`src/design/tci_pkg.sv`:
```
// constants, field layouts and helpers for the timer counter with input capture
package tci_pkg;

  // ****************************************************************
  // register offsets (byte addresses, one aligned word each)
  // ****************************************************************
  localparam int unsigned ADDR_W         = 8;
  localparam logic [7:0]  OFS_CONTROL    = 8'h00;
  localparam logic [7:0]  OFS_COUNT_HIGH = 8'h04;
  localparam logic [7:0]  OFS_COUNT_LOW  = 8'h08;
  localparam logic [7:0]  OFS_MODULUS    = 8'h0C;
  localparam logic [7:0]  OFS_IRQ_STATUS = 8'h10;
  localparam logic [7:0]  OFS_IRQ_CLEAR  = 8'h14;
  localparam logic [7:0]  OFS_IRQ_ENABLE = 8'h18;
  localparam logic [7:0]  OFS_CH_BASE    = 8'h20;
  localparam logic [7:0]  CH_STRIDE      = 8'h10;
  localparam logic [7:0]  CH_SC          = 8'h00;
  localparam logic [7:0]  CH_VALUE_HIGH  = 8'h04;
  localparam logic [7:0]  CH_VALUE_LOW   = 8'h08;

  // ****************************************************************
  // field positions and encodings
  // ****************************************************************
  localparam int unsigned CTRL_CPWM_BIT  = 0;
  localparam int unsigned CTRL_RUN_BIT   = 1;
  localparam int unsigned STAT_OVF_BIT   = 0;
  localparam int unsigned STAT_CAP_LSB   = 1;
  localparam int unsigned SC_EDGE_LSB    = 0;
  localparam int unsigned SC_MODE_LSB    = 2;
  localparam logic [1:0]  EDGE_OFF       = 2'h0;
  localparam logic [1:0]  EDGE_RISE      = 2'h1;
  localparam logic [1:0]  EDGE_FALL      = 2'h2;
  localparam logic [1:0]  EDGE_ANY       = 2'h3;
  localparam logic [1:0]  MODE_CAPTURE   = 2'h0;
  localparam logic [1:0]  MODE_COMPARE   = 2'h1;
  localparam logic [1:0]  RESP_OKAY      = 2'h0;
  localparam logic [1:0]  RESP_SLVERR    = 2'h2;

  // ****************************************************************
  // values after reset and counter limits
  // ****************************************************************
  localparam logic [15:0] COUNT_RESET    = 16'h0000;
  localparam logic [15:0] TERM_DEFAULT   = 16'hFFFF;
  localparam int unsigned NUM_CH_DEFAULT = 2;

  // terminal count from the modulus value
  function automatic logic [15:0] tci_term(input logic [15:0] modulusValue);
    tci_term = (modulusValue != COUNT_RESET) ? modulusValue : TERM_DEFAULT;
  endfunction : tci_term

  // byte address of a channel register
  function automatic logic [7:0] tci_ch_ofs(input int unsigned ch, input logic [7:0] sub);
    tci_ch_ofs = 8'(int'(OFS_CH_BASE) + int'(ch) * int'(CH_STRIDE) + int'(sub));
  endfunction : tci_ch_ofs

endpackage : tci_pkg

```
`src/design/tci_edge_detect.sv`:
```
// edge detector for one capture channel pin
`timescale 1ns/1ps
module tci_edge_detect
  import tci_pkg::*;
(
  input  wire logic       clk,
  input  wire logic       reset,
  input  wire logic       clkEnable,
  input  wire logic       pin,
  input  wire logic [1:0] edgeSelect,
  output logic            edgeSeen
);
  import tci_pkg::*;

  typedef struct packed {
    logic pinPrev;
  } tci_edge_state_type;

  tci_edge_state_type st_q;
  tci_edge_state_type st_d;

  always_comb begin
    st_d = st_q;
    st_d.pinPrev = pin;
    unique case (edgeSelect)
      EDGE_RISE: edgeSeen = pin && !st_q.pinPrev;
      EDGE_FALL: edgeSeen = !pin && st_q.pinPrev;
      EDGE_ANY:  edgeSeen = pin != st_q.pinPrev;
      EDGE_OFF:  edgeSeen = 1'b0;
    endcase
  end

  always_ff @(posedge clk) begin
    if (reset) begin
      st_q <= '0;
    end else if (clkEnable) begin
      st_q <= st_d;
    end
  end

  a_falling_only_sense: assert property (@(posedge clk) disable iff (reset)
    ($past(clkEnable) && edgeSelect == EDGE_FALL && edgeSeen) |-> (!pin && $past(pin)))
    else $error("falling edge select reported a non-falling edge");

endmodule : tci_edge_detect

```
`src/design/tci_coherent_buf.sv`:
```
// two-byte coherent read buffer for a 16-bit value
`timescale 1ns/1ps
module tci_coherent_buf
  import tci_pkg::*;
(
  input  wire logic        clk,
  input  wire logic        reset,
  input  wire logic        clkEnable,
  input  wire logic [15:0] value,
  input  wire logic        readHigh,
  input  wire logic        readLow,
  input  wire logic        restart,
  output logic [7:0]       highByte,
  output logic [7:0]       lowByte,
  output logic             held
);
  import tci_pkg::*;

  typedef struct packed {
    logic        held;
    logic        hiDone;
    logic        loDone;
    logic [15:0] snap;
  } tci_buf_state_type;

  tci_buf_state_type st_q;
  tci_buf_state_type st_d;

  always_comb begin
    st_d = st_q;
    if (restart) begin
      st_d = '0;
    end else if (readHigh || readLow) begin
      if (!st_q.held) begin
        st_d.held   = 1'b1;
        st_d.snap   = value;
        st_d.hiDone = readHigh;
        st_d.loDone = readLow;
      end else begin
        st_d.hiDone = st_q.hiDone || readHigh;
        st_d.loDone = st_q.loDone || readLow;
      end
      if (st_d.hiDone && st_d.loDone) begin
        st_d = '0;
      end
    end
  end

  assign highByte = st_q.held ? st_q.snap[15:8] : value[15:8];
  assign lowByte  = st_q.held ? st_q.snap[7:0] : value[7:0];
  assign held     = st_q.held;

  always_ff @(posedge clk) begin
    if (reset) begin
      st_q <= '0;
    end else if (clkEnable) begin
      st_q <= st_d;
    end
  end

  a_snapshot_stays_put: assert property (@(posedge clk) disable iff (reset)
    (st_q.held && !restart && !(readHigh && st_q.loDone) && !(readLow && st_q.hiDone))
    |=> (st_q.held && $stable(st_q.snap)))
    else $error("buffered value changed before both bytes were read");

  a_first_read_latch: assert property (@(posedge clk) disable iff (reset)
    (clkEnable && !st_q.held && !restart && (readHigh ^ readLow))
    |=> (st_q.held && st_q.snap == $past(value)))
    else $error("first byte read did not latch the whole value");

endmodule : tci_coherent_buf

```
`src/design/tci_timer_top.sv`:
```
// timer counter with modulus, center-aligned counting, input capture and AXI4-Lite registers
`timescale 1ns/1ps
// Overview of operation
// - up mode counts from zero to terminal count, then wraps to zero
// - center mode counts up to terminal count, down to zero, then up again
// - in center mode zero and terminal count last one clock like others
// - enabled overflow flag drives a level interrupt; disabled means polling only
// - up mode sets overflow flag on passing terminal count to zero
// - center mode sets overflow flag on turning down from terminal count
// - reading either counter byte buffers both bytes for the other read
// - counter keeps running; buffered bytes stay until both are read
// - writing either counter byte zeroes counter and clears read buffer
// - without center mode, channel mode bits zero pick capture; compare and any other mode leave the channel value alone
// - active pin edge in capture mode copies counter into channel value
// - capture edge per channel is rising, falling or either
// - reading either channel value byte buffers both bytes coherently
// - writing channel status and control restarts its read buffer
module tci_timer_top
  import tci_pkg::*;
#(
  parameter int unsigned NUM_CH = NUM_CH_DEFAULT
) (
  input  wire logic                  clk,
  input  wire logic                  reset,
  input  wire logic                  clkEnable,
  input  wire logic [ADDR_W-1:0]     awaddr,
  input  wire logic                  awvalid,
  output logic                       awready,
  input  wire logic [31:0]           wdata,
  input  wire logic [3:0]            wstrb,
  input  wire logic                  wvalid,
  output logic                       wready,
  output logic [1:0]                 bresp,
  output logic                       bvalid,
  input  wire logic                  bready,
  input  wire logic [ADDR_W-1:0]     araddr,
  input  wire logic                  arvalid,
  output logic                       arready,
  output logic [31:0]                rdata,
  output logic [1:0]                 rresp,
  output logic                       rvalid,
  input  wire logic                  rready,
  input  wire logic [NUM_CH-1:0]     channelPin,
  output logic                       irq
);
  import tci_pkg::*;

  localparam int unsigned SW = NUM_CH + 1;

  // ****************************************************************
  // state
  // ****************************************************************
  typedef struct packed {
    logic                         awHave;
    logic                         awReady;
    logic [ADDR_W-1:0]            awAddr;
    logic                         wHave;
    logic                         wReady;
    logic [31:0]                  wData;
    logic [3:0]                   wStrb;
    logic                         bValid;
    logic [1:0]                   bResp;
    logic                         arReady;
    logic                         rValid;
    logic [31:0]                  rData;
    logic [1:0]                   rResp;
    logic                         cpwm;
    logic                         run;
    logic                         dirDown;
    logic [15:0]                  count;
    logic [15:0]                  modulus;
    logic [SW-1:0]                status;
    logic [SW-1:0]                enable;
    logic                         irq;
    logic [NUM_CH-1:0][3:0]       chSc;
    logic [NUM_CH-1:0][15:0]      chVal;
  } tci_top_state_type;

  tci_top_state_type st_q;
  tci_top_state_type st_d;

  logic              wrFire;
  logic              rdFire;
  logic              cntWrite;
  logic              cntReadHigh;
  logic              cntReadLow;
  logic              ovfEvent;
  logic [15:0]       term;
  logic [SW-1:0]     clearMask;
  logic [NUM_CH-1:0] scWrite;
  logic [NUM_CH-1:0] chReadHigh;
  logic [NUM_CH-1:0] chReadLow;
  logic [NUM_CH-1:0] capEvent;
  logic [NUM_CH-1:0] edgeSeen;
  logic [NUM_CH-1:0] chHeld;
  logic [NUM_CH-1:0][7:0] chHighByte;
  logic [NUM_CH-1:0][7:0] chLowByte;
  logic [7:0]        cntHighByte;
  logic [7:0]        cntLowByte;
  logic              cntHeld;

  // ****************************************************************
  // coherent read buffers and edge detectors
  // ****************************************************************
  tci_coherent_buf u_count_buf (
    .clk       (clk),
    .reset     (reset),
    .clkEnable (clkEnable),
    .value     (st_q.count),
    .readHigh  (cntReadHigh),
    .readLow   (cntReadLow),
    .restart   (cntWrite),
    .highByte  (cntHighByte),
    .lowByte   (cntLowByte),
    .held      (cntHeld)
  );

  for (genvar n = 0; n < NUM_CH; n++) begin : g_ch
    tci_edge_detect u_edge (
      .clk        (clk),
      .reset      (reset),
      .clkEnable  (clkEnable),
      .pin        (channelPin[n]),
      .edgeSelect (st_q.chSc[n][SC_EDGE_LSB +: 2]),
      .edgeSeen   (edgeSeen[n])
    );
    tci_coherent_buf u_val_buf (
      .clk       (clk),
      .reset     (reset),
      .clkEnable (clkEnable),
      .value     (st_q.chVal[n]),
      .readHigh  (chReadHigh[n]),
      .readLow   (chReadLow[n]),
      .restart   (scWrite[n]),
      .highByte  (chHighByte[n]),
      .lowByte   (chLowByte[n]),
      .held      (chHeld[n])
    );
  end

  // ****************************************************************
  // next state
  // ****************************************************************
  always_comb begin
    st_d        = st_q;
    term        = tci_term(st_q.modulus);
    wrFire      = st_q.awHave && st_q.wHave && !st_q.bValid;
    rdFire      = arvalid && st_q.arReady;
    cntWrite    = 1'b0;
    cntReadHigh = 1'b0;
    cntReadLow  = 1'b0;
    ovfEvent    = 1'b0;
    clearMask   = '0;
    scWrite     = '0;
    chReadHigh  = '0;
    chReadLow   = '0;
    capEvent    = '0;

    // write channel
    if (awvalid && st_q.awReady) begin
      st_d.awHave = 1'b1;
      st_d.awAddr = awaddr;
    end
    if (wvalid && st_q.wReady) begin
      st_d.wHave = 1'b1;
      st_d.wData = wdata;
      st_d.wStrb = wstrb;
    end
    if (st_q.bValid && bready) begin
      st_d.bValid = 1'b0;
    end
    if (wrFire) begin
      st_d.awHave = 1'b0;
      st_d.wHave  = 1'b0;
      st_d.bValid = 1'b1;
      st_d.bResp  = RESP_OKAY;
      if (st_q.awAddr == OFS_CONTROL) begin
        if (st_q.wStrb[0]) begin
          st_d.cpwm = st_q.wData[CTRL_CPWM_BIT];
          st_d.run  = st_q.wData[CTRL_RUN_BIT];
        end
      end else if (st_q.awAddr == OFS_COUNT_HIGH || st_q.awAddr == OFS_COUNT_LOW) begin
        cntWrite = st_q.wStrb != 4'h0;
      end else if (st_q.awAddr == OFS_MODULUS) begin
        if (st_q.wStrb[0]) begin
          st_d.modulus[7:0] = st_q.wData[7:0];
        end
        if (st_q.wStrb[1]) begin
          st_d.modulus[15:8] = st_q.wData[15:8];
        end
      end else if (st_q.awAddr == OFS_IRQ_CLEAR) begin
        if (st_q.wStrb[0]) begin
          clearMask = st_q.wData[SW-1:0];
        end
      end else if (st_q.awAddr == OFS_IRQ_ENABLE) begin
        if (st_q.wStrb[0]) begin
          st_d.enable = st_q.wData[SW-1:0];
        end
      end else if (st_q.awAddr != OFS_IRQ_STATUS) begin
        st_d.bResp = RESP_SLVERR;
        for (int unsigned i = 0; i < NUM_CH; i++) begin
          if (st_q.awAddr == tci_ch_ofs(i, CH_SC)) begin
            st_d.bResp = RESP_OKAY;
            if (st_q.wStrb[0]) begin
              st_d.chSc[i] = st_q.wData[3:0];
              scWrite[i]   = 1'b1;
            end
          end else if (st_q.awAddr == tci_ch_ofs(i, CH_VALUE_HIGH)
                    || st_q.awAddr == tci_ch_ofs(i, CH_VALUE_LOW)) begin
            st_d.bResp = RESP_OKAY;
          end
        end
      end
    end
    st_d.awReady = !st_d.awHave;
    st_d.wReady  = !st_d.wHave;

    // read channel
    if (st_q.rValid && rready) begin
      st_d.rValid = 1'b0;
    end
    if (rdFire) begin
      st_d.rValid = 1'b1;
      st_d.rResp  = RESP_OKAY;
      st_d.rData  = 32'h00000000;
      unique case (araddr)
        OFS_CONTROL: begin
          st_d.rData[CTRL_CPWM_BIT] = st_q.cpwm;
          st_d.rData[CTRL_RUN_BIT]  = st_q.run;
        end
        OFS_COUNT_HIGH: begin
          st_d.rData[7:0] = cntHighByte;
          cntReadHigh     = 1'b1;
        end
        OFS_COUNT_LOW: begin
          st_d.rData[7:0] = cntLowByte;
          cntReadLow      = 1'b1;
        end
        OFS_MODULUS:    st_d.rData[15:0] = st_q.modulus;
        OFS_IRQ_STATUS: st_d.rData[SW-1:0] = st_q.status;
        OFS_IRQ_ENABLE: st_d.rData[SW-1:0] = st_q.enable;
        OFS_IRQ_CLEAR:  st_d.rData = 32'h00000000;
        default: begin
          st_d.rResp = RESP_SLVERR;
          for (int unsigned i = 0; i < NUM_CH; i++) begin
            if (araddr == tci_ch_ofs(i, CH_SC)) begin
              st_d.rResp      = RESP_OKAY;
              st_d.rData[3:0] = st_q.chSc[i];
            end else if (araddr == tci_ch_ofs(i, CH_VALUE_HIGH)) begin
              st_d.rResp      = RESP_OKAY;
              st_d.rData[7:0] = chHighByte[i];
              chReadHigh[i]   = 1'b1;
            end else if (araddr == tci_ch_ofs(i, CH_VALUE_LOW)) begin
              st_d.rResp      = RESP_OKAY;
              st_d.rData[7:0] = chLowByte[i];
              chReadLow[i]    = 1'b1;
            end
          end
        end
      endcase
    end
    st_d.arReady = !st_d.rValid;

    // main counter
    if (cntWrite) begin
      st_d.count   = COUNT_RESET;
      st_d.dirDown = 1'b0;
    end else if (st_q.run) begin
      if (!st_q.cpwm) begin
        st_d.dirDown = 1'b0;
        if (st_q.count >= term) begin
          st_d.count = COUNT_RESET;
          ovfEvent   = 1'b1;
        end else begin
          st_d.count = st_q.count + 16'h0001;
        end
      end else if (!st_q.dirDown) begin
        if (st_q.count >= term) begin
          st_d.dirDown = 1'b1;
          st_d.count   = st_q.count - 16'h0001;
          ovfEvent     = 1'b1;
        end else begin
          st_d.count = st_q.count + 16'h0001;
        end
      end else begin
        if (st_q.count == COUNT_RESET) begin
          st_d.dirDown = 1'b0;
          st_d.count   = 16'h0001;
        end else begin
          st_d.count = st_q.count - 16'h0001;
        end
      end
    end

    // input capture
    for (int unsigned i = 0; i < NUM_CH; i++) begin
      capEvent[i] = edgeSeen[i] && !st_q.cpwm
                 && st_q.chSc[i][SC_MODE_LSB +: 2] == MODE_CAPTURE;
      if (capEvent[i]) begin
        st_d.chVal[i] = st_q.count;
      end
    end

    // sticky status, set wins over clear
    st_d.status = (st_q.status & ~clearMask)
                | {capEvent, ovfEvent};
    st_d.irq    = |(st_d.status & st_d.enable);
  end

  // ****************************************************************
  // registers and outputs
  // ****************************************************************
  always_ff @(posedge clk) begin
    if (reset) begin
      st_q <= '0;
    end else if (clkEnable) begin
      st_q <= st_d;
    end
  end

  assign awready = st_q.awReady;
  assign wready  = st_q.wReady;
  assign bresp   = st_q.bResp;
  assign bvalid  = st_q.bValid;
  assign arready = st_q.arReady;
  assign rdata   = st_q.rData;
  assign rresp   = st_q.rResp;
  assign rvalid  = st_q.rValid;
  assign irq     = st_q.irq;

  // ****************************************************************
  // checks
  // ****************************************************************
  a_up_wrap_zero: assert property (@(posedge clk) disable iff (reset)
    (clkEnable && st_q.run && !st_q.cpwm && !cntWrite && st_q.count == term)
    |=> (st_q.count == COUNT_RESET && st_q.status[STAT_OVF_BIT]))
    else $error("up count did not wrap to zero with overflow");

  a_center_turn_down: assert property (@(posedge clk) disable iff (reset)
    (clkEnable && st_q.run && st_q.cpwm && !st_q.dirDown && !cntWrite && st_q.count == term)
    |=> (st_q.dirDown && st_q.count == $past(term) - 16'h0001))
    else $error("center count did not turn down at terminal count");

  a_center_zero_once: assert property (@(posedge clk) disable iff (reset)
    (clkEnable && st_q.run && st_q.cpwm && st_q.dirDown && !cntWrite
     && st_q.count == COUNT_RESET) |=> (st_q.count == 16'h0001 && !st_q.dirDown))
    else $error("center count held zero for other than one clock");

  a_irq_follows_flag: assert property (@(posedge clk) disable iff (reset)
    (st_q.status[STAT_OVF_BIT] && st_q.enable[STAT_OVF_BIT]) |-> irq)
    else $error("enabled overflow flag without interrupt");

  a_irq_needs_cause: assert property (@(posedge clk) disable iff (reset)
    irq |-> |(st_q.status & st_q.enable))
    else $error("interrupt without an enabled status bit");

  a_center_ovf_turn: assert property (@(posedge clk) disable iff (reset)
    (clkEnable && st_q.run && st_q.cpwm && st_q.dirDown && st_q.count != COUNT_RESET
     && clearMask[STAT_OVF_BIT] && !cntWrite) |=> !st_q.status[STAT_OVF_BIT])
    else $error("overflow set while counting down in center mode");

  a_count_write_zero: assert property (@(posedge clk) disable iff (reset)
    (clkEnable && cntWrite) |=> (st_q.count == COUNT_RESET && !cntHeld))
    else $error("counter write did not zero count and buffer");

  a_count_step_one: assert property (@(posedge clk) disable iff (reset)
    (clkEnable && st_q.run && !st_q.cpwm && !cntWrite && st_q.count < term)
    |=> (st_q.count == $past(st_q.count) + 16'h0001))
    else $error("up count did not step by one");

  a_count_frozen_stop: assert property (@(posedge clk) disable iff (reset)
    (!st_q.run && !cntWrite) |=> $stable(st_q.count))
    else $error("counter moved while stopped");

  for (genvar n = 0; n < NUM_CH; n++) begin : g_chk
    a_capture_takes_count: assert property (@(posedge clk) disable iff (reset)
      (clkEnable && capEvent[n]) |=> (st_q.chVal[n] == $past(st_q.count)
                                      && st_q.status[STAT_CAP_LSB + n]))
      else $error("capture did not copy the counter");

    a_mode_blocks_capture: assert property (@(posedge clk) disable iff (reset)
      (st_q.cpwm || st_q.chSc[n][SC_MODE_LSB +: 2] != MODE_CAPTURE) |=> $stable(st_q.chVal[n]))
      else $error("channel value changed outside capture mode");

    a_sc_write_restart: assert property (@(posedge clk) disable iff (reset)
      (clkEnable && scWrite[n]) |=> !chHeld[n])
      else $error("control write left value buffer held");
  end

endmodule : tci_timer_top

```
`config.mk`:
```
export PLATFORM = sky130hd
export DESIGN_NAME = tci_timer_top
export DESIGN_NICKNAME = d
export VERILOG_FILES = /design/src/design/tci_pkg.sv /design/src/design/tci_edge_detect.sv /design/src/design/tci_coherent_buf.sv /design/src/design/tci_timer_top.sv
export SDC_FILE = /design/constraint.sdc
export NUM_CORES = 1
export LEC_CHECK = 0
export BUFFER_PORTS_ARGS = -buffer_cell sky130_fd_sc_hd__buf_2
export CAP_MARGIN = 5
export CORE_MARGIN = 2
export CORE_UTILIZATION = 58
export CTS_CLUSTER_DIAMETER = 120
export DETAILED_ROUTE_END_ITERATION = 7
export MAX_ROUTING_LAYER = met4
export PLACE_DENSITY_LB_ADDON = 0.1
export RECOVER_POWER = 50
export SLEW_MARGIN = 5
export SYNTH_ARGS = -nofsm -noshare
export SYNTH_HDL_FRONTEND = slang
export SYNTH_SLANG_ARGS = --single-unit
```
`constraint.sdc`:
```
create_clock -name clk -period 10.66 [get_ports clk]
set_clock_uncertainty 0.2 [all_clocks]
set_input_delay 0.533 -clock clk [delete_from_list [all_inputs] [get_ports clk]]
set_output_delay 0.533 -clock clk [all_outputs]
set_load 0.005 [all_outputs]
```
==> summary.md <==
| Metric | Value |
|---|---|
| Pleak | 3.94 nW |
| Post-DP HPWL | 17.4 mm |
| Final worst-path setup slack | 5650 ps |
| Remaining antenna violation count | 0 |
| Post-synth EDFFs | 0 |
| Crit-path slowest cell | clkbuf_1 |
| Initial Util | 0.591 |
| Via count | 8,527 |
| Filler cells | 1,501 |
| HP Start | wdata[0] |
| Final hold viol count | 0 |
| Crit. End Element | register |
| Post-synth top cells | dfxtp_1 (194), nor2_1 (142), nand2_1 (124), mux2i_1 (103), a21oi_1 (85) |
| CTS HTree Levels | 4 |
| Synth top area share | 0.398 |
| WP data required | 10,780 ps |
| Placed cells | 1,343 |
| Critical path type | input port to register |
| Crit start category | input port |
| Rows | 47 |
| Final nets | 1,226 |
| CP arrival | 5130 ps |
| Total CTS buffers | 17 |
| Violated checks | capacitance limit, slew limit |
| Synth cell types | 79 |
| Number of I/O port buffers | 69 |
| P&R area growth vs syn | 7.78% |
| Multi-input gate area | ~5300 sq um |
| Initial antenna violation count | 0 |
| Diodes inserted | 0 |
| Clk Latency, worst-skew pair | between 400 and 500 ps |
| Reg-to-reg slack, setup | 5960 ps |
| Peak VDD IR | 0.125 mV |
| Mapped Avg Cell Area | 8.54 sq um |
| Setup Buffers After CTS | 0 |
| Cell area after layout | 10,500 sq um |
| Routed len/inst | about 19 microns |
| Synth Cell Area | ~9800 sq um |
| DP Worst Slack | around 6100 ps |
| Most frequent cell after synthesis | dfxtp_1 |
| CORE AREA | between 15,000 and 20,000 sq um |
| Outcome | finished, violations left |
| Fmax | roughly 0.2 GHz |
| Cells after Synth | ~1,100 |
| Worst path max stage delay | 2180 ps |
| CTS tree | built |
| RR Endpoint | st_q[76] |
| Clock sink count | 194 |
| Post-route clock period utilization | 0.470 |
| Hold Buf Count CTS | 0 |
| Die span in x | 134 microns |
| WHS Endpoint | st_q[125] |
| Yosys warns | 0 |
| Crit-path cells | clkbuf_1, clkbuf_1, o22ai_2, a22o_1 |
| Clock tree buffer depth | 2 |
| Die Span Y | 134 microns |
| WL final | 26.0 mm |
| Post-route insts no fill | 1,375 |
| Final Max Slew Viols | 107 |
| Max-Cap Viols | 3 |
| Largest area contributor in the netlist | dfxtp_1 |
| Count of cells resized by post-cts repair | 0 |
| Crit path max-delay family | buffers and inverters |
| GRT Overall Usage | 0.299 |
| Crit path top cell by count | clkbuf_1 |
| Worst r2r src | st_q[50] |
| Min cycle time layout | 5010 ps |
| Hold WC Path Type | input port to register |
| Crit path buf inv count | 2 |
| Setup violators final | 0 |
| Hold Path Depth | 3 |
| Seq/Total Area, Yosys | 0.398 |
| FF+latch count, synth | 194 |
| Clk root buf | clkbuf_16 |
| DRT Pass-1 Iters | 6 |
| Top_reg_cell synth | dfxtp_1 |
| Top Ports | 104 |
| Reg area | 3880 sq um |
| Synth area leaders | dfxtp_1 (40%), mux2i_1 (11%), nor2_1 (5.5%), nand2_1 (4.8%), a22o_1 (4.4%) |
| First-pass GRT wire length | 40.8 mm |
| Layout cells sized above 1 | 0.102 |
| RSZ-0062 raised after global routing | false |
| Slew @ Worst Pin | 2980 ps |
| 1st-iter DRT viols | 758 |
| GRT overflow | 0 |
| Area post-placement | 9950 sq um |
| Power per cell area | 138 nW/um^2 |
| Drt via density | between 6 and 7 |
| Gpl congestion | 0.926 |
| Worst Path Max Fanout | 62 |
| FF-to-FF path depth | 11 |
| Reg clk slew, reported paths | 70 ps |
| DIE AREA | ~18,000 sq um |
| DRC violations left | 0 |
| Ys async rst share | 0 |
| Vias in the first global route | 7,653 |
| Pin count of the biggest net entering global routing | 67 |
| Relative slew slack | -0.989 |
| Setup TNS Final | 0 ps |
worst max path at each step:
stage / to / slack [ps] / from / cells after the start
global route: g_ch[0].u_val_buf.st_q[1] / 5390 / reset / 4
finish: g_ch[0].u_val_buf.st_q[1] / 5650 / reset / 4
CTS: st_q[76] / 6060 / st_q[50] / 11
global placement: st_q[76] / 6170 / st_q[56] / 11
detailed placement: st_q[76] / 6100 / st_q[50] / 11
floorplan: st_q[76] / 7160 / st_q[56] / 12
flip-flops by register name, indices dropped and copies added (netlist names):
signal               cells
rresp                    1
g_ch.u_edge.st_q         2
wready                   1
st_q                   111
u_count_buf.st_q        18
rvalid                   1
bresp                    1
arready                  1
bvalid                   1
rdata                   16
g_ch.u_val_buf.st_q     36
g_ch.u_val_buf.held      2
awready                  1
u_count_buf.held         1
irq                      1
metal layers:
layer | track usage | share of wire | wire (microns) | vias to the layer above
met5 | - | 0 | 0 | -
met4 | 0.0904 | 0.017 | 451 | 0
met3 | 0.0445 | 0.068 | 1770 | 47
met2 | 0.473 | 0.47 | 12100 | 320
met1 | 0.398 | 0.45 | 11700 | 4082
li1 | - | - | - | 4078
final cells by class:
class	count	share of cell area
repair buffers	77	0.0363
multi-input cells	834	0.504
inverters	18	0.00642
well taps	220	0.0262
clock inverters	14	0.0160
clock buffers	18	0.0417
flip-flops and latches	194	0.369
stage by stage:
stage | util | hold WS (ps) | power (mW)
floorplan | - | 232 | 0.793
global placement | 0.602 | 238 | 0.809
detailed placement | 0.602 | 242 | 0.810
CTS | 0.639 | 113 | 1.46
global route | 0.637 | 116 | 1.50
finish | 0.637 | 122 | 1.45
cells in the final DEF, fill, tap and decap left out, types with 3 or more instances in the layout:
cell	count
nor3_1	29
o221ai_1	9
o211ai_1	7
buf_2	56
o21ai_0	21
a22o_1	49
a211oi_1	8
a221oi_1	3
clkbuf_16	17
a2111oi_0	5
and4_1	4
inv_6	4
buf_4	6
a31oi_1	7
nand4_1	9
a22oi_1	5
inv_1	17
mux2i_1	103
clkbuf_1	15
nand3b_1	4
or2_2	5
nand2b_1	10
nor4b_1	10
o21a_1	5
and3_1	17
conb_1	18
nor2_1	142
nand2_1	124
or3_1	3
nor4b_4	3
and2_1	3
xnor2_1	6
nor4_1	16
ha_1	22
a311oi_1	3
a21oi_1	84
nand3_1	35
dfxtp_1	194
o22ai_1	16
where the power goes:
group / leakage (nW) / switching, mW / internal (mW)
Clock: 0.298 / 0.300 / 0.360
Sequential: 1.57 / 0.00619 / 0.731
Combinational: 2.08 / 0.0386 / 0.0180
Total: 3.94 / 0.345 / 1.11
worst reg2reg max path, stage by stage (launching register included):
cell	delay, ps
dfxtp_1	360
nor4_1	310
and4_1	580
or2_2	210
ha_1	210
nand2b_1	140
a2111o_1	410
a311oi_1	410
nand4_1	510
nor2_1	670
or4b_1	490
o311ai_0	100
logic make-up (layout without fill, tap and decap cells):
kind of cell               count (synthesis)  after routing  share of synthesized area
xor gates and xnor gates                   7              7                    0.00628
buffers and inverters                    133            127                     0.0666
muxes                                    104            104                      0.107
DFF                                      194            194                      0.398
AOI/OAI and AO/OA                        253            253                      0.179
and+or+nand+nor                          430            430                      0.215
other                                      1             18                   0.000384
adders and majority gates                 22             22                     0.0282
Power figures use the tool's default switching activity.
